<file path="src/design/amp_pkg.sv">
package amp_pkg;

  // ----------------------------------------------------------------
  // Register map, byte addresses on the APB side.
  // ----------------------------------------------------------------
  localparam logic [7:0] AMP_CTRL_OFFSET = 8'h00;
  localparam logic [7:0] AMP_TIMING_OFFSET = 8'h04;
  localparam logic [7:0] AMP_WAITCFG_OFFSET = 8'h08;
  localparam logic [7:0] AMP_ADDR_OFFSET = 8'h0C;
  localparam logic [7:0] AMP_WDATA_OFFSET = 8'h10;
  localparam logic [7:0] AMP_CMD_OFFSET = 8'h14;
  localparam logic [7:0] AMP_STATUS_OFFSET = 8'h18;
  localparam logic [7:0] AMP_RDATA_OFFSET = 8'h1C;

  // ----------------------------------------------------------------
  // Field positions.
  // ----------------------------------------------------------------
  localparam int AMP_CTRL_EXT_WAIT_BIT = 0;
  localparam int AMP_CTRL_SEL_STROBE_BIT = 1;
  localparam int AMP_CMD_READ_BIT = 0;
  localparam int AMP_CMD_WRITE_BIT = 1;
  localparam int AMP_STATUS_BUSY_BIT = 0;
  localparam int AMP_STATUS_DONE_BIT = 1;
  localparam int AMP_STATUS_TIMEOUT_BIT = 2;
  localparam int AMP_STATUS_COUNT_LSB = 8;
  localparam int AMP_ADDR_BANK_LSB = 21;
  localparam int AMP_ADDR_CS_LSB = 24;

  // ----------------------------------------------------------------
  // Timing register layout and reset values.
  // ----------------------------------------------------------------
  typedef struct packed {
    logic [3:0] spare;
    logic [1:0] turnaround_cycles;
    logic [2:0] write_hold_cycles;
    logic [5:0] write_strobe_cycles;
    logic [3:0] write_setup_cycles;
    logic [2:0] read_hold_cycles;
    logic [5:0] read_strobe_cycles;
    logic [3:0] read_setup_cycles;
  } amp_timing_type;

  localparam logic [31:0] AMP_TIMING_RESET = 32'h0462_2C21;
  localparam logic [7:0] AMP_MAX_WAIT_RESET = 8'h80;

  // ----------------------------------------------------------------
  // Wait input timing, in system clock periods.
  // ----------------------------------------------------------------
  localparam int AMP_SYNC_STAGES = 2;
  localparam int AMP_WAIT_SETUP_PERIODS = 4;
  localparam int AMP_WAIT_RELEASE_PERIODS = 4;
  localparam int AMP_WAIT_UNIT_PERIODS = 16;
  localparam logic [7:0] AMP_ARM_LEFT = 8'(AMP_WAIT_SETUP_PERIODS - AMP_SYNC_STAGES);
  localparam logic [7:0] AMP_RELEASE_COUNT = 8'(AMP_WAIT_RELEASE_PERIODS - AMP_SYNC_STAGES);
  localparam logic [3:0] AMP_UNIT_LAST = 4'(AMP_WAIT_UNIT_PERIODS - 1);

  // ----------------------------------------------------------------
  // Pins toward the memory.
  // ----------------------------------------------------------------
  typedef struct packed {
    logic [3:0] chip_select_n;
    logic read_strobe_n;
    logic write_strobe_n;
    logic [1:0] bank_address;
    logic [20:0] ext_address;
    logic [15:0] ext_data_out;
    logic ext_data_oe_n;
  } amp_pins_type;

  typedef enum {
    AMP_IDLE,
    AMP_SETUP,
    AMP_STROBE,
    AMP_EXTEND,
    AMP_RELEASE,
    AMP_HOLD,
    AMP_TURN
  } amp_state_type;

endpackage : amp_pkg

</file>
<file path="src/design/amp_ctrl.sv">
// Notes on behaviour
// - Every phase counts whole system clock cycles.
// - Read lasts setup plus strobe plus hold.
// - Extended read adds sixteen cycles per unit.
// - Write lasts setup plus strobe plus hold.
// - Extended write adds sixteen cycles per unit.
// - Read strobe low for programmed strobe cycles.
// - Extended read strobe stretched sixteen per unit.
// - Read address valid setup cycles before strobe.
// - Read address held hold cycles after strobe.
// - Read select leads/trails strobe, or tracks it.
// - Write address valid setup cycles before strobe.
// - Write address held hold cycles after strobe.
// - Write select leads/trails strobe, or tracks it.
// - Timely wait prolongs strobe until wait releases.
// - Strobe rises four cycles after wait release.
// - Setup, strobe, hold and turnaround counts come from software registers; the release count is fixed.
// - Wait extension bounded by maximum, then timeout.
// - Extended write strobe stretched sixteen per unit.
//
// Design decisions made here: the register addresses and the APB interface to the registers.
module amp_ctrl
  import amp_pkg::*;
(
  input wire logic pclk,
  input wire logic presetn,
  input wire logic psel,
  input wire logic penable,
  input wire logic pwrite,
  input wire logic [7:0] paddr,
  input wire logic [31:0] pwdata,
  output logic [31:0] prdata,
  output logic pready,
  output logic pslverr,
  input wire logic ext_wait_input,
  input wire logic [15:0] ext_data_in,
  output amp_pins_type pins
);

  // ----------------------------------------------------------------
  // Registers and state.
  // ----------------------------------------------------------------
  logic extended_wait_enable;
  logic select_strobe_mode;
  amp_timing_type timing;
  logic [7:0] max_ext_wait_cycles;
  logic [25:0] addr_reg;
  logic [15:0] wdata_reg;
  logic [15:0] rdata_reg;
  logic done_flag;
  logic timeout_flag;
  logic [7:0] ext_wait_count;
  logic [3:0] unit_count;
  logic op_write;
  logic wait_armed;
  logic wait_sync;
  logic [15:0] data_sync;
  logic capture_pending;
  amp_state_type state;
  amp_state_type next_state;
  logic timer_load;
  logic [7:0] timer_value;
  logic [7:0] remaining;
  logic last;
  logic bus_write;
  logic start_read;
  logic start_write;
  logic go_extend;
  logic timeout_now;
  logic strobe_end;
  logic access_end;

  // ----------------------------------------------------------------
  // APB slave.
  // ----------------------------------------------------------------

  // One wait state on every transfer so prdata can come from a flop.
  assign bus_write = psel && penable && pready && pwrite;
  assign start_read = bus_write && (paddr == AMP_CMD_OFFSET) && pwdata[AMP_CMD_READ_BIT]
                      && (state == AMP_IDLE);
  assign start_write = bus_write && (paddr == AMP_CMD_OFFSET) && pwdata[AMP_CMD_WRITE_BIT]
                       && !pwdata[AMP_CMD_READ_BIT] && (state == AMP_IDLE);

  // Ready, read data and error answer are all registered.
  always_ff @(posedge pclk or negedge presetn) begin
    if (!presetn) begin
      pready <= 1'b0;
      prdata <= 32'h0000_0000;
      pslverr <= 1'b0;
    end else begin
      pready <= psel && penable && !pready;
      pslverr <= 1'b0;
      prdata <= 32'h0000_0000;
      if (psel && penable && !pready) begin
        if (paddr == AMP_CTRL_OFFSET) begin
          prdata[AMP_CTRL_EXT_WAIT_BIT] <= extended_wait_enable;
          prdata[AMP_CTRL_SEL_STROBE_BIT] <= select_strobe_mode;
        end else if (paddr == AMP_TIMING_OFFSET) begin
          prdata <= timing;
        end else if (paddr == AMP_WAITCFG_OFFSET) begin
          prdata[7:0] <= max_ext_wait_cycles;
        end else if (paddr == AMP_ADDR_OFFSET) begin
          prdata[25:0] <= addr_reg;
        end else if (paddr == AMP_WDATA_OFFSET) begin
          prdata[15:0] <= wdata_reg;
        end else if (paddr == AMP_CMD_OFFSET) begin
          prdata <= 32'h0000_0000;
        end else if (paddr == AMP_STATUS_OFFSET) begin
          prdata[AMP_STATUS_BUSY_BIT] <= (state != AMP_IDLE);
          prdata[AMP_STATUS_DONE_BIT] <= done_flag;
          prdata[AMP_STATUS_TIMEOUT_BIT] <= timeout_flag;
          prdata[AMP_STATUS_COUNT_LSB +: 8] <= ext_wait_count;
        end else if (paddr == AMP_RDATA_OFFSET) begin
          prdata[15:0] <= rdata_reg;
        end else begin
          pslverr <= 1'b1;
        end
      end
    end
  end

  // Configuration registers; software owns the setup, strobe, hold and turnaround lengths.
  always_ff @(posedge pclk or negedge presetn) begin
    if (!presetn) begin
      extended_wait_enable <= 1'b0;
      select_strobe_mode <= 1'b0;
      timing <= AMP_TIMING_RESET;
      max_ext_wait_cycles <= AMP_MAX_WAIT_RESET;
      addr_reg <= 26'h000_0000;
      wdata_reg <= 16'h0000;
    end else if (bus_write) begin
      if (paddr == AMP_CTRL_OFFSET) begin
        extended_wait_enable <= pwdata[AMP_CTRL_EXT_WAIT_BIT];
        select_strobe_mode <= pwdata[AMP_CTRL_SEL_STROBE_BIT];
      end else if (paddr == AMP_TIMING_OFFSET) begin
        timing <= pwdata;
      end else if (paddr == AMP_WAITCFG_OFFSET) begin
        max_ext_wait_cycles <= pwdata[7:0];
      end else if (paddr == AMP_ADDR_OFFSET) begin
        addr_reg <= pwdata[25:0];
      end else if (paddr == AMP_WDATA_OFFSET) begin
        wdata_reg <= pwdata[15:0];
      end
    end
  end

  // Sticky status bits are cleared by writing one; a setting event wins.
  always_ff @(posedge pclk or negedge presetn) begin
    if (!presetn) begin
      done_flag <= 1'b0;
      timeout_flag <= 1'b0;
    end else begin
      if (access_end) begin
        done_flag <= 1'b1;
      end else if (bus_write && (paddr == AMP_STATUS_OFFSET)
                   && pwdata[AMP_STATUS_DONE_BIT]) begin
        done_flag <= 1'b0;
      end
      if (timeout_now) begin
        timeout_flag <= 1'b1;
      end else if (bus_write && (paddr == AMP_STATUS_OFFSET)
                   && pwdata[AMP_STATUS_TIMEOUT_BIT]) begin
        timeout_flag <= 1'b0;
      end
    end
  end

  // ----------------------------------------------------------------
  // Pin sampling.
  // ----------------------------------------------------------------

  // The wait pin is asynchronous to the system clock.
  amp_sync2 #(
    .WIDTH(1)
  ) wait_sync_inst (
    .pclk(pclk),
    .presetn(presetn),
    .async_in(ext_wait_input),
    .sync_out(wait_sync)
  );

  // ----------------------------------------------------------------
  // Phase sequencer.
  // ----------------------------------------------------------------
  amp_phase_timer #(
    .WIDTH(8)
  ) timer_inst (
    .pclk(pclk),
    .presetn(presetn),
    .load(timer_load),
    .load_value(timer_value),
    .remaining(remaining),
    .last(last)
  );

  // Extension is taken when the wait was seen early enough in the strobe or is still seen on its last cycle.
  assign go_extend = (state == AMP_STROBE) && last && extended_wait_enable
                     && (wait_armed || wait_sync);
  assign timeout_now = (state == AMP_EXTEND) && wait_sync && (unit_count == AMP_UNIT_LAST)
                       && ((ext_wait_count + 8'h01) >= max_ext_wait_cycles);
  assign strobe_end = ((state == AMP_STROBE) && last && !go_extend)
                      || ((state == AMP_RELEASE) && last) || timeout_now;
  assign access_end = (state == AMP_HOLD) && last;

  // Next state and the phase length to load on entry.
  always_comb begin
    next_state = state;
    timer_load = 1'b0;
    timer_value = 8'h00;
    case (state)
      AMP_IDLE: begin
        if (start_read || start_write) begin
          next_state = AMP_SETUP;
          timer_load = 1'b1;
          timer_value = start_write ? 8'(timing.write_setup_cycles)
                                    : 8'(timing.read_setup_cycles);
        end
      end
      AMP_SETUP: begin
        if (last) begin
          next_state = AMP_STROBE;
          timer_load = 1'b1;
          timer_value = op_write ? 8'(timing.write_strobe_cycles)
                                 : 8'(timing.read_strobe_cycles);
        end
      end
      AMP_STROBE: begin
        if (go_extend) begin
          next_state = AMP_EXTEND;
        end else if (last) begin
          next_state = AMP_HOLD;
          timer_load = 1'b1;
          timer_value = op_write ? 8'(timing.write_hold_cycles)
                                 : 8'(timing.read_hold_cycles);
        end
      end
      AMP_EXTEND: begin
        if (timeout_now) begin
          next_state = AMP_HOLD;
          timer_load = 1'b1;
          timer_value = op_write ? 8'(timing.write_hold_cycles)
                                 : 8'(timing.read_hold_cycles);
        end else if (!wait_sync) begin
          next_state = AMP_RELEASE;
          timer_load = 1'b1;
          timer_value = AMP_RELEASE_COUNT;
        end
      end
      AMP_RELEASE: begin
        if (last) begin
          next_state = AMP_HOLD;
          timer_load = 1'b1;
          timer_value = op_write ? 8'(timing.write_hold_cycles)
                                 : 8'(timing.read_hold_cycles);
        end
      end
      AMP_HOLD: begin
        if (last) begin
          if (timing.turnaround_cycles != 2'b00) begin
            next_state = AMP_TURN;
            timer_load = 1'b1;
            timer_value = 8'(timing.turnaround_cycles);
          end else begin
            next_state = AMP_IDLE;
          end
        end
      end
      AMP_TURN: begin
        if (last) begin
          next_state = AMP_IDLE;
        end
      end
      default: begin
        next_state = AMP_IDLE;
      end
    endcase
  end

  // Phase register; each phase but idle and extension ends when its cycle count runs out.
  always_ff @(posedge pclk or negedge presetn) begin
    if (!presetn) begin
      state <= AMP_IDLE;
    end else begin
      state <= next_state;
    end
  end

  // Direction of the access in flight.
  always_ff @(posedge pclk or negedge presetn) begin
    if (!presetn) begin
      op_write <= 1'b0;
    end else if (state == AMP_IDLE) begin
      op_write <= start_write;
    end
  end

  // A wait seen with at least the setup margin left arms the extension;
  // the margin excludes the synchroniser delay, so the pin needs four periods.
  always_ff @(posedge pclk or negedge presetn) begin
    if (!presetn) begin
      wait_armed <= 1'b0;
    end else if (state != AMP_STROBE) begin
      wait_armed <= 1'b0;
    end else if (wait_sync && (remaining >= AMP_ARM_LEFT)) begin
      wait_armed <= 1'b1;
    end
  end

  // Extension is counted in units of sixteen cycles, reported in status.
  always_ff @(posedge pclk or negedge presetn) begin
    if (!presetn) begin
      unit_count <= 4'h0;
      ext_wait_count <= 8'h00;
    end else if (go_extend) begin
      unit_count <= 4'h0;
      ext_wait_count <= 8'h00;
    end else if (state == AMP_EXTEND) begin
      unit_count <= unit_count + 4'h1;
      if (unit_count == AMP_UNIT_LAST) begin
        ext_wait_count <= ext_wait_count + 8'h01;
      end
    end
  end

  // Read data: a capture flop on the strobe's last edge, then a second flop.
  always_ff @(posedge pclk or negedge presetn) begin
    if (!presetn) begin
      data_sync <= 16'h0000;
      capture_pending <= 1'b0;
      rdata_reg <= 16'h0000;
    end else begin
      capture_pending <= strobe_end && !op_write;
      if (strobe_end && !op_write) begin
        data_sync <= ext_data_in;
      end
      if (capture_pending) begin
        rdata_reg <= data_sync;
      end
    end
  end

  // ----------------------------------------------------------------
  // Memory pins, all registered from the next phase.
  // ----------------------------------------------------------------

  // Address and bank stay put from setup through hold; they change only on a start.
  always_ff @(posedge pclk or negedge presetn) begin
    if (!presetn) begin
      pins.ext_address <= 21'h00_0000;
      pins.bank_address <= 2'h0;
      pins.ext_data_out <= 16'h0000;
    end else if (start_read || start_write) begin
      pins.ext_address <= addr_reg[20:0];
      pins.bank_address <= addr_reg[AMP_ADDR_BANK_LSB +: 2];
      pins.ext_data_out <= wdata_reg;
    end
  end

  // Strobes low through strobe, extension and release; select per mode.
  always_ff @(posedge pclk or negedge presetn) begin
    if (!presetn) begin
      pins.chip_select_n <= 4'hF;
      pins.read_strobe_n <= 1'b1;
      pins.write_strobe_n <= 1'b1;
      pins.ext_data_oe_n <= 1'b1;
    end else begin
      pins.read_strobe_n <= 1'b1;
      pins.write_strobe_n <= 1'b1;
      pins.chip_select_n <= 4'hF;
      pins.ext_data_oe_n <= 1'b1;
      if ((next_state == AMP_STROBE) || (next_state == AMP_EXTEND)
          || (next_state == AMP_RELEASE)) begin
        if (next_op_write()) begin
          pins.write_strobe_n <= 1'b0;
        end else begin
          pins.read_strobe_n <= 1'b0;
        end
        pins.chip_select_n[addr_reg[AMP_ADDR_CS_LSB +: 2]] <= 1'b0;
      end else if (((next_state == AMP_SETUP) || (next_state == AMP_HOLD))
                   && !select_strobe_mode) begin
        pins.chip_select_n[addr_reg[AMP_ADDR_CS_LSB +: 2]] <= 1'b0;
      end
      if ((next_state != AMP_IDLE) && (next_state != AMP_TURN) && next_op_write()) begin
        pins.ext_data_oe_n <= 1'b0;
      end
    end
  end

  // Direction as it will be after this edge, including the starting cycle.
  function automatic logic next_op_write();
    next_op_write = (state == AMP_IDLE) ? start_write : op_write;
  endfunction : next_op_write

endmodule : amp_ctrl

</file>
<file path="src/design/amp_phase_timer.sv">
module amp_phase_timer
  import amp_pkg::*;
#(
  parameter int WIDTH = 8
) (
  input wire logic pclk,
  input wire logic presetn,
  input wire logic load,
  input wire logic [WIDTH-1:0] load_value,
  output logic [WIDTH-1:0] remaining,
  output logic last
);

  // A phase programmed as zero still lasts one cycle, so the state machine never stalls.
  always_ff @(posedge pclk or negedge presetn) begin
    if (!presetn) begin
      remaining <= '0;
    end else if (load) begin
      remaining <= (load_value == '0) ? WIDTH'(1) : load_value;
    end else if (remaining != '0) begin
      remaining <= remaining - WIDTH'(1);
    end
  end

  assign last = (remaining == WIDTH'(1));

endmodule : amp_phase_timer

</file>
<file path="src/design/amp_sync2.sv">
module amp_sync2
  import amp_pkg::*;
#(
  parameter int WIDTH = 1
) (
  input wire logic pclk,
  input wire logic presetn,
  input wire logic [WIDTH-1:0] async_in,
  output logic [WIDTH-1:0] sync_out
);

  logic [WIDTH-1:0] stage_one;

  // Two flops; only the second stage is visible to other logic.
  always_ff @(posedge pclk or negedge presetn) begin
    if (!presetn) begin
      stage_one <= '0;
      sync_out <= '0;
    end else begin
      stage_one <= async_in;
      sync_out <= stage_one;
    end
  end

endmodule : amp_sync2

</file>
<file path="config.mk">
export PLATFORM = sky130hd
export DESIGN_NAME = amp_ctrl
export DESIGN_NICKNAME = d
export VERILOG_FILES = /design/src/design/amp_pkg.sv /design/src/design/amp_ctrl.sv /design/src/design/amp_phase_timer.sv /design/src/design/amp_sync2.sv
export SDC_FILE = /design/constraint.sdc
export NUM_CORES = 1
export LEC_CHECK = 0
export BUFFER_PORTS_ARGS = -buffer_cell sky130_fd_sc_hd__buf_4
export CORE_UTILIZATION = 50
export DETAILED_ROUTE_END_ITERATION = 6
export PLACE_DENSITY = 0.74
export SLEW_MARGIN = 5
export SYNTH_ARGS = -nofsm -noshare
export SYNTH_HDL_FRONTEND = slang
export SYNTH_SLANG_ARGS = --single-unit
</file>
<file path="constraint.sdc">
create_clock -name pclk -period 3.1 [get_ports pclk]
set_input_delay 0.31 -clock pclk [delete_from_list [all_inputs] [get_ports pclk]]
set_output_delay 0.31 -clock pclk [all_outputs]
set_load 0.02 [all_outputs]
</file>
==> flow_summary.ini, run 1 <==
[setup_path]
setup.worst_path.start = ext_wait_count[0]
critPathLaunchType = register
worstRegToRegCells = 13
setup.worst_path.end_class = register
worst_r2r_endpoint = pins[43]
reg2reg_from = ext_wait_count[0]
cp_max_fo = 4
rrSetupSlack_ns = 0.001
cp-endpoint = pins[43]
crit_required_ns = 3.55
crit_arrival_ns = 3.55
critPathKind = register to register

[cts]
cts.clk_slew.worst_paths_ns = 0.06
clock_latency_ns = 0.54
cts_tree = built
clock-sinks = 255
ctsRootBufferMaster = clkbuf_16
cts_made_buffers = 27
htreeDepth = 1
max-clock-path-buffers = 3

[finish]
area_growth_pct = 26.3
largest-register = pins
largest_reg_flops = 46
finalNetCount = 1170
stdcell_area_sq_um = 14100
fillers = 1655
layout-drive-gt1-share = 0.417
n_antenna_cell = 0

[logic_synthesis]
netlist_area_sq_um = 11100
postSynthCellCount = 878
synth_edf_count = 0
ys_warn_count = 0
yosys_register_bits = 255
avgSynthCellArea_sq_um = 12.7
synth.distinct_cells = 72
synth-async-reset-ratio = 1.00
yosys.area.top_type = dfrtp_1
yosys_most_used_dff = dfrtp_1
synth_top_area_share = 0.534
synthTopCellsByArea = dfrtp_1 53%, mux2_2 17%, dfstp_2 4.0%
ys_seq_area_frac = 0.574

[flow_run]
drv_cap = 0

[sta]
grt_setup_unrepaired = true
maxSlewHeadroom = 0.505
setup-tns-final_ns = 0
finalCritPeriodShare = 1.00
fin_skew_ns = 0.0188
worst_slew_pin_slew_ns = 0.732
finalCriticalPeriod_ns = 3.10
hold_viol_final = 0
maxSlewViolCount = 0
fmax_mhz = 323
setup_viol = 0

[routing]
num_vias = 7871
dr.pass1.iters = 7
routedWlPerCell_microns = 19.7
wirelength_microns = 27400
antenna_left = 0
drc_errors = 0
drt_iter0_drc = 519
drt-vias-per-instance = 5.64

[placed_design]
dpl-instance-area_sq_um = 12800
hpwl_microns = 19600
routabilityCongestion = 0.926
place.port_buffers = 141

[global_route]
busiest_layer = met2
grt_usage = 0.247
overflow = 0
grt_max_degree = 94
globalRouteMet2Util = 0.397
antenna_found_initial = 0
grt_use_met3 = 0.0310
groute.layer.met1.usage = 0.348
grt_pass1_wl_microns = 43200
grt_pass1_vias = 7949

[die]
core_region_area_sq_um = 21800
core.rowCount = 54
dieWidth_microns = 151
chipHeight_microns = 151
die-area_sq_um = 22900
start_util = 0.511
top_level_ports = 142

[hold_path]
hold_class = input port to register
hp-start = ext_data_in[0]

[power]
ir_drop_v = 0.000714
power-per-cell-area_nw_per_um2 = 500
p_leak_uw = 0.00679

[run_status]
status = finished, final reports clean
-- critical path, stage by stage (launching register included) --
cell and delay (ns):
dfrtp_1 0.40, ha_2 0.19, and3_4 0.18, and3_4 0.18
xor2_1 0.14, ha_1 0.30, nand4_1 0.10, nor2_2 0.17
a211oi_4 0.10, buf_4 0.15, or2_4 0.24, a21oi_1 0.34
a221oi_4 0.14, or3b_1 0.38
-- power by group --
group / internal, uW / switching, uW
Sequential: 3360 / 14.9
Combinational: 101 / 158
Clock: 2070 / 1340
Total: 5530 / 1520
-- worst min path at each step --
stage	cells after the start	slack (ns)	endpoint
6_report	2	0.01	data_sync[0]
5_1_grt	2	0.006	timing[26]
4_1_cts	2	0.0003	timing[28]
3_5_place_dp	0	0.35	wait_sync_inst.sync_out
3_3_place_gp	0	0.34	wait_sync_inst.sync_out
2_1_floorplan	0	0.01	addr_reg[0]
-- layer usage --
metal | routed length, microns | part of all wire
met1 | 11800 | 0.43
met2 | 13300 | 0.48
met3 | 1470 | 0.054
met4 | 867 | 0.032
met5 | 0 | 0
-- synth_stat cells (all sizes together), types with 4 or more instances --
cell type  number
nor4           12
clkbuf         19
o21ai          15
and3            7
xnor2           7
a221oi          7
nand3          14
mux2          173
a21oi          23
buf            26
a211oi          8
a2111oi         5
and2           11
a22o            4
nand4           8
dfrtp         238
ha             13
or3             5
xor2           14
nor3           17
inv            18
mux2i          14
a22oi          27
nand2          45
nor2           71
dfstp          17
or2             8
nor2b           5
-- layout make-up --
type | instances | area (sq um) | area share
multi-input combinational | 588 | 4640 | 0.330
clock buffer | 35 | 756 | 0.0537
timing repair buffer | 205 | 1650 | 0.117
clock inverter | 15 | 209 | 0.0148
inverter | 18 | 67.6 | 0.00480
sequential | 255 | 6400 | 0.455
tap | 280 | 350 | 0.0249
-- layout by cell type (no fill, tap or decap), types with 12 or more instances in the layout --
master         instances
mux2i_1               14
buf_4                181
nor3_1                13
ha_1                  12
a22oi_1               27
dfstp_2               17
xor2_1                14
dfrtp_1              238
conb_1                29
dlygate4sd3_1         18
nand2_1               44
a21oi_1               22
mux2_2               173
nand3_1               13
nor2_1                65
clkbuf_16             27
inv_1                 18
-- per-stage QoR --
| stage | util | hold WS, ns | instances | setup WS, ns | power [uW] |
|---|---|---|---|---|---|
| final | 0.645 | 0.0114 | 1396 | 0.000971 | 7050 |
| after CTS | 0.643 | 0.000305 | 1394 | 0.00303 | 7110 |
| after floorplan | - | 0.0144 | 906 | 0.0850 | 3490 |
| after global placement | 0.586 | 0.339 | 1320 | -0.115 | 3670 |
| after global routing | 0.645 | 0.00560 | 1396 | -0.0966 | 7280 |
| after detailed placement | 0.586 | 0.346 | 1320 | -0.156 | 3670 |
-- cell families after synthesis --
logic type      share of synthesized area
compound gates                     0.0782
mux                                 0.187
xor+xnor                           0.0165
simple gates                        0.102
fa+ha+maj                          0.0146
other cells                      0.000336
flops                               0.574
buf+inv                            0.0266
-- timing repair --
item,CTS,global route
setup endpoints to repair,24,28
hold buffers,17,1
buffers inserted,8,1
hold endpoints to repair,101,1
pin swaps,8,5
gates resized for setup,9,10
No activity file was read; power rests on OpenSTA's default activity.
==> run 2: changes to the inputs <==
--- a/config.mk
+++ b/config.mk
@@ -8,6 +8,7 @@
 export BUFFER_PORTS_ARGS = -buffer_cell sky130_fd_sc_hd__buf_4
 export CORE_UTILIZATION = 50
 export DETAILED_ROUTE_END_ITERATION = 6
+export GPL_TIMING_DRIVEN = 0
 export PLACE_DENSITY = 0.74
 export SLEW_MARGIN = 5
 export SYNTH_ARGS = -nofsm -noshare
==> flow_summary.ini, run 2 (synthesis gave the netlist of run 1 again) <==
[sta]
worst_slew_pin_slew_ns = 0.848
maxSlewHeadroom = 0.433
finalCritPeriodShare = 1.00
maxSlewViolCount = 0
setup_viol = 2
fin_skew_ns = 0.00936
fin_ws_ns = -0.00346
fmax_mhz = 322
hold_viol_final = 0
finalCriticalPeriod_ns = 3.10
grt_setup_unrepaired = true

[routing]
routedWlPerCell_microns = 20.2
num_vias = 7879
drt_iter0_drc = 646
dr.pass1.iters = 5
drc_errors = 0
wirelength_microns = 28400
drt-vias-per-instance = 5.62
antenna_left = 0

[finish]
final_common_cell = dfrtp_1
largest-register = pins
ff_latch_area_sq_um = 6400
final_cell_mix = 238 x dfrtp_1, 159 x buf_4, 159 x mux2_2, 66 x nor2_1, 44 x nand2_1
layout-drive-gt1-share = 0.413
area_growth_pct = 25.8
multiInputGateArea_sq_um = 4740
largest_reg_flops = 46
fillers = 1661
post-route-util = 0.643
finalNetCount = 1178
layout.cells.non_filler = 1403
n_antenna_cell = 0

[setup_path]
worstRegToRegCells = 12
worst_r2r_endpoint = pins[43]
crit_arrival_ns = 3.56
reg2reg_from = ext_wait_count[1]
critPathLaunchType = register
cp_max_fo = 4
setup.worst_path.end_class = register
rrSetupSlack_ns = -0.003
crit_required_ns = 3.56
critPathKind = register to register

[run_status]
violations = setup timing
status = finished with violations

[die]
top_level_ports = 142
die-area_sq_um = 22900
dieWidth_microns = 151
chipHeight_microns = 151
core_region_area_sq_um = 21800
start_util = 0.511
core.rowCount = 54

[power]
p_int_uw = 5310
clkPwrFrac = 0.471
ir_drop_v = 0.000426
p_leak_uw = 0.00676
seqPwrFrac = 0.493
swShare = 0.223
power_switching_uw = 1520
combPwrFrac = 0.037
power-per-cell-area_nw_per_um2 = 487

[hold_path]
hold_depth = 2
hp-start = ext_data_in[12]
hold_end = data_sync[12]
hold_class = input port to register

[placed_design]
place.port_buffers = 140
place_inst = 1328
hpwl_microns = 20000
routabilityCongestion = 0.894

[cts]
htreeDepth = 1
cts_tree = built
ctsRootBufferMaster = clkbuf_16
clock-sinks = 255
clock_latency_ns = 0.54
cts.clk_slew.worst_paths_ns = 0.06
cts_made_buffers = 27
max-clock-path-buffers = 3

[global_route]
antenna_found_initial = 1
grt_pass1_vias = 7787
overflow = 0
grt_max_degree = 115
grt_pass1_wl_microns = 43800
grt_usage = 0.253

[flow_run]
drv_cap = 0
[run 2: cell types whose count changed in the layout (fill, tap and decap cells not counted), sizes merged]
cell,delta
clkinvlp,+2
bufinv,-2
buf,-1
inv,-2
clkinv,+4
clkbuf,+16
dlygate4sd3,-10
[run 2: final cells by class]
type                    instances  share of cell area
clock buffers                  32              0.0524
repair buffers                168              0.0953
well taps                     280              0.0250
plain buffers                  45              0.0166
inverters                      18             0.00482
clock inverters                17              0.0113
multi-input cells             588               0.338
flip-flops and latches        255               0.457
[run 2: per-layer routing]
metal  track usage  vias to the layer above  routed length (microns)
met5             0                        -                       13
met4        0.0685                        2                      702
met3        0.0413                       49                     1580
met2         0.406                      238                    13800
met1         0.355                     3997                    12300
li1              -                     3593                        -
[run 2: worst max-delay path: stages, from the launching register on]
cell       delay, ns
dfrtp_1         0.41
ha_2            0.21
and3_4          0.18
and3_4          0.18
xor2_1          0.14
ha_1            0.30
nand4_1         0.13
nor2_4          0.18
a211oi_4        0.12
or2_4           0.30
a2111oi_4       0.41
a221oi_4        0.09
or3b_1          0.37
[run 2: power by group through the flow]
stage | clock, uW | sequential, uW | combinational (uW)
global route | 3380 | 3370 | 280
global placement | 0 | 3430 | 229
floorplan | 0 | 3430 | 60.8
CTS | 3260 | 3370 | 251
detailed placement | 0 | 3430 | 241
finish | 3210 | 3370 | 251
[run 2: timing repair]
action | 4_1_cts | 5_1_grt
hold buffers | 8 | 0
pin swaps | 10 | 8
buffers inserted | 12 | 6
setup endpoints to repair | 30 | 26
resized for setup | 26 | 21
hold endpoints to repair | 69 | 0
cloned | 1 | 0
[run 2: worst max-delay path by stage]
stage	cells after the start	endpoint	slack (ns)	from
after global routing	13	data_sync[14]	-0.13	ext_wait_count[1]
after global placement	12	pins[43]	-0.53	ext_wait_count[0]
after floorplan	12	timer_inst.remaining[2]	0.09	ext_wait_count[0]
final	12	pins[43]	-0.003	ext_wait_count[1]
after detailed placement	12	pins[43]	-0.52	ext_wait_count[0]
after CTS	13	data_sync[15]	0.004	ext_wait_count[1]
[run 2: through the flow]
step	TNS, ns	setup WS (ns)	power (uW)	hold slack [ns]	cell area [sq um]
CTS	0	0.00354	6880	0.0000470	13900
finish	-0.00565	-0.00346	6830	0.00777	14000
global placement	-63.36	-0.534	3650	0.339	12700
floorplan	0	0.0850	3490	0.0144	11300
global route	-2.27	-0.135	7030	0.00152	14000
detailed placement	-8.78	-0.518	3670	0.293	12700
==> run 3: changes to the inputs <==
==> constraint.sdc (replaced) <==
create_clock -name pclk -period 3.1 [get_ports pclk]
set_input_delay 0.775 -clock pclk [delete_from_list [all_inputs] [get_ports pclk]]
set_output_delay 0.775 -clock pclk [all_outputs]
set_load 0.02 [all_outputs]
==> flow_summary.ini, run 3 (synthesis gave the netlist of run 1 again) <==
[routing]
wirelength_microns = 28200
num_vias = 7806
dr.pass1.iters = 5
drt_iter0_drc = 677
antenna_left = 0
drc_errors = 0
routedWlPerCell_microns = 20.2
drt-vias-per-instance = 5.59

[power]
power_switching_uw = 1510
seqPwrFrac = 0.494
ir_drop_v = 0.000426
swShare = 0.222
p_leak_uw = 0.00673
p_int_uw = 5300
power-per-cell-area_nw_per_um2 = 488
clkPwrFrac = 0.471
combPwrFrac = 0.035

[cts]
cts_made_buffers = 27
clock-sinks = 255
ctsRootBufferMaster = clkbuf_16
htreeDepth = 1
clock_latency_ns = 0.54
max-clock-path-buffers = 3
cts.clk_slew.worst_paths_ns = 0.06
cts_tree = built

[setup_path]
critPathKind = register to register
cpPeakStageDelay_ns = 0.41
critPathLaunchType = register
setup.worst_path.end_class = register
path_delay_family = simple AND/OR/NAND/NOR gates
crit_required_ns = 3.51
critPathBufInv = 1
crit_arrival_ns = 3.51
cp_max_fo = 5
crit_path_top_delay_cell = dfrtp_1
path_cells = ha_2 -> and3_4 -> and3_4 -> xor2_1 -> ha_1 -> nand4_1 -> nor2_4 -> a211oi_4 -> o31ai_2 -> nand2_1 -> nor2_4 -> buf_6 -> mux2_2

[placed_design]
pre_cts_ws_ns = -0.518
hpwl_microns = 20000
place.port_buffers = 140
routabilityCongestion = 0.894

[finish]
finalNetCount = 1170
area_growth_pct = 25.2
final_cell_mix = 238 x dfrtp_1, 159 x buf_4, 159 x mux2_2, 66 x nor2_1, 44 x nand2_1
post-route-util = 0.639
fillers = 1669
largest_reg_flops = 46
layout-drive-gt1-share = 0.417
largest-register = pins
final_common_cell = dfrtp_1

[sta]
worst_slew_pin_slew_ns = 0.858
grt_setup_unrepaired = true
fmax_mhz = 323
maxSlewViolCount = 0
setup_viol = 0
fin_skew_ns = 0.0121
maxSlewHeadroom = 0.426
fin_ws_ns = 0.00734
finalCriticalPeriod_ns = 3.09
finalCritPeriodShare = 0.998
hold_viol_final = 0
setup-tns-final_ns = 0

[flow_run]
drv_cap = 0

[die]
core_region_area_sq_um = 21800
chipHeight_microns = 151
dieWidth_microns = 151
die-area_sq_um = 22900
core.rowCount = 54
top_level_ports = 142
start_util = 0.511

[global_route]
overflow = 0
grt_max_degree = 115
antenna_found_initial = 1
grt_pass1_vias = 7747
grt_usage = 0.252
grt_pass1_wl_microns = 43600

[run_status]
status = finished, final reports clean

[hold_path]
hold_class = input port to async pin
-- run 3: what timing repair did --
item                       CTS  global route
hold buffers                 0             0
setup buffers               12             6
gates cloned                 1             0
setup endpoints to repair   30            51
resized for setup           26            23
pin swaps                   10             8
-- run 3: through the flow --
stage	cells	instance area (sq um)	hold slack, ns	total power (uW)
finish	1396	14000	0.173	6820
global route	1395	14000	0.221	7020
CTS	1390	13800	0.189	6870
detailed placement	1328	12700	0.342	3670
global placement	1326	12700	0.339	3650
floorplan	906	11300	0.331	3490
-- run 3: worst paths after layout --
kind,startpoint,end,slack (ns),cells after the start
max in group asynchronous,presetn,timing[13],1.64,3
max reg2reg,ext_wait_count[1],data_sync[14],0.007,13
max,ext_wait_count[1],data_sync[14],0.007,13
min in group pclk,ext_wait_input,wait_sync_inst.stage_one,0.35,1
min reg2reg,wait_sync_inst.stage_one,wait_sync_inst.sync_out,0.36,0
min,presetn,prdata[28],0.17,1
-- run 3: layout make-up --
class                      instances  area [sq um]  area share
antenna                            1          2.50    0.000179
buffer                            45           235      0.0169
clock buffer                      32           734      0.0526
clock inverter                    17           159      0.0114
inverter                          18          67.6     0.00484
multi-input combinational        588          4750       0.340
sequential                       255          6400       0.459
tap                              280           350      0.0251
timing repair buffer             160          1260      0.0900
-- run 3: layer usage --
layer / global-route usage / up-vias / wire length [microns]
met5: 0 / - / 13
met4: 0.0660 / 2 / 714
met3: 0.0410 / 55 / 1500
met2: 0.404 / 240 / 13700
met1: 0.355 / 3929 / 12300
li1: - / 3580 / -
-- run 3: power groups by stage --
stage	logic [uW]	registers [uW]	clock network, uW
4_1_cts	243	3370	3260
5_1_grt	271	3370	3380
3_5_place_dp	241	3430	0
6_report	242	3370	3210
2_1_floorplan	60.8	3430	0
3_3_place_gp	229	3430	0
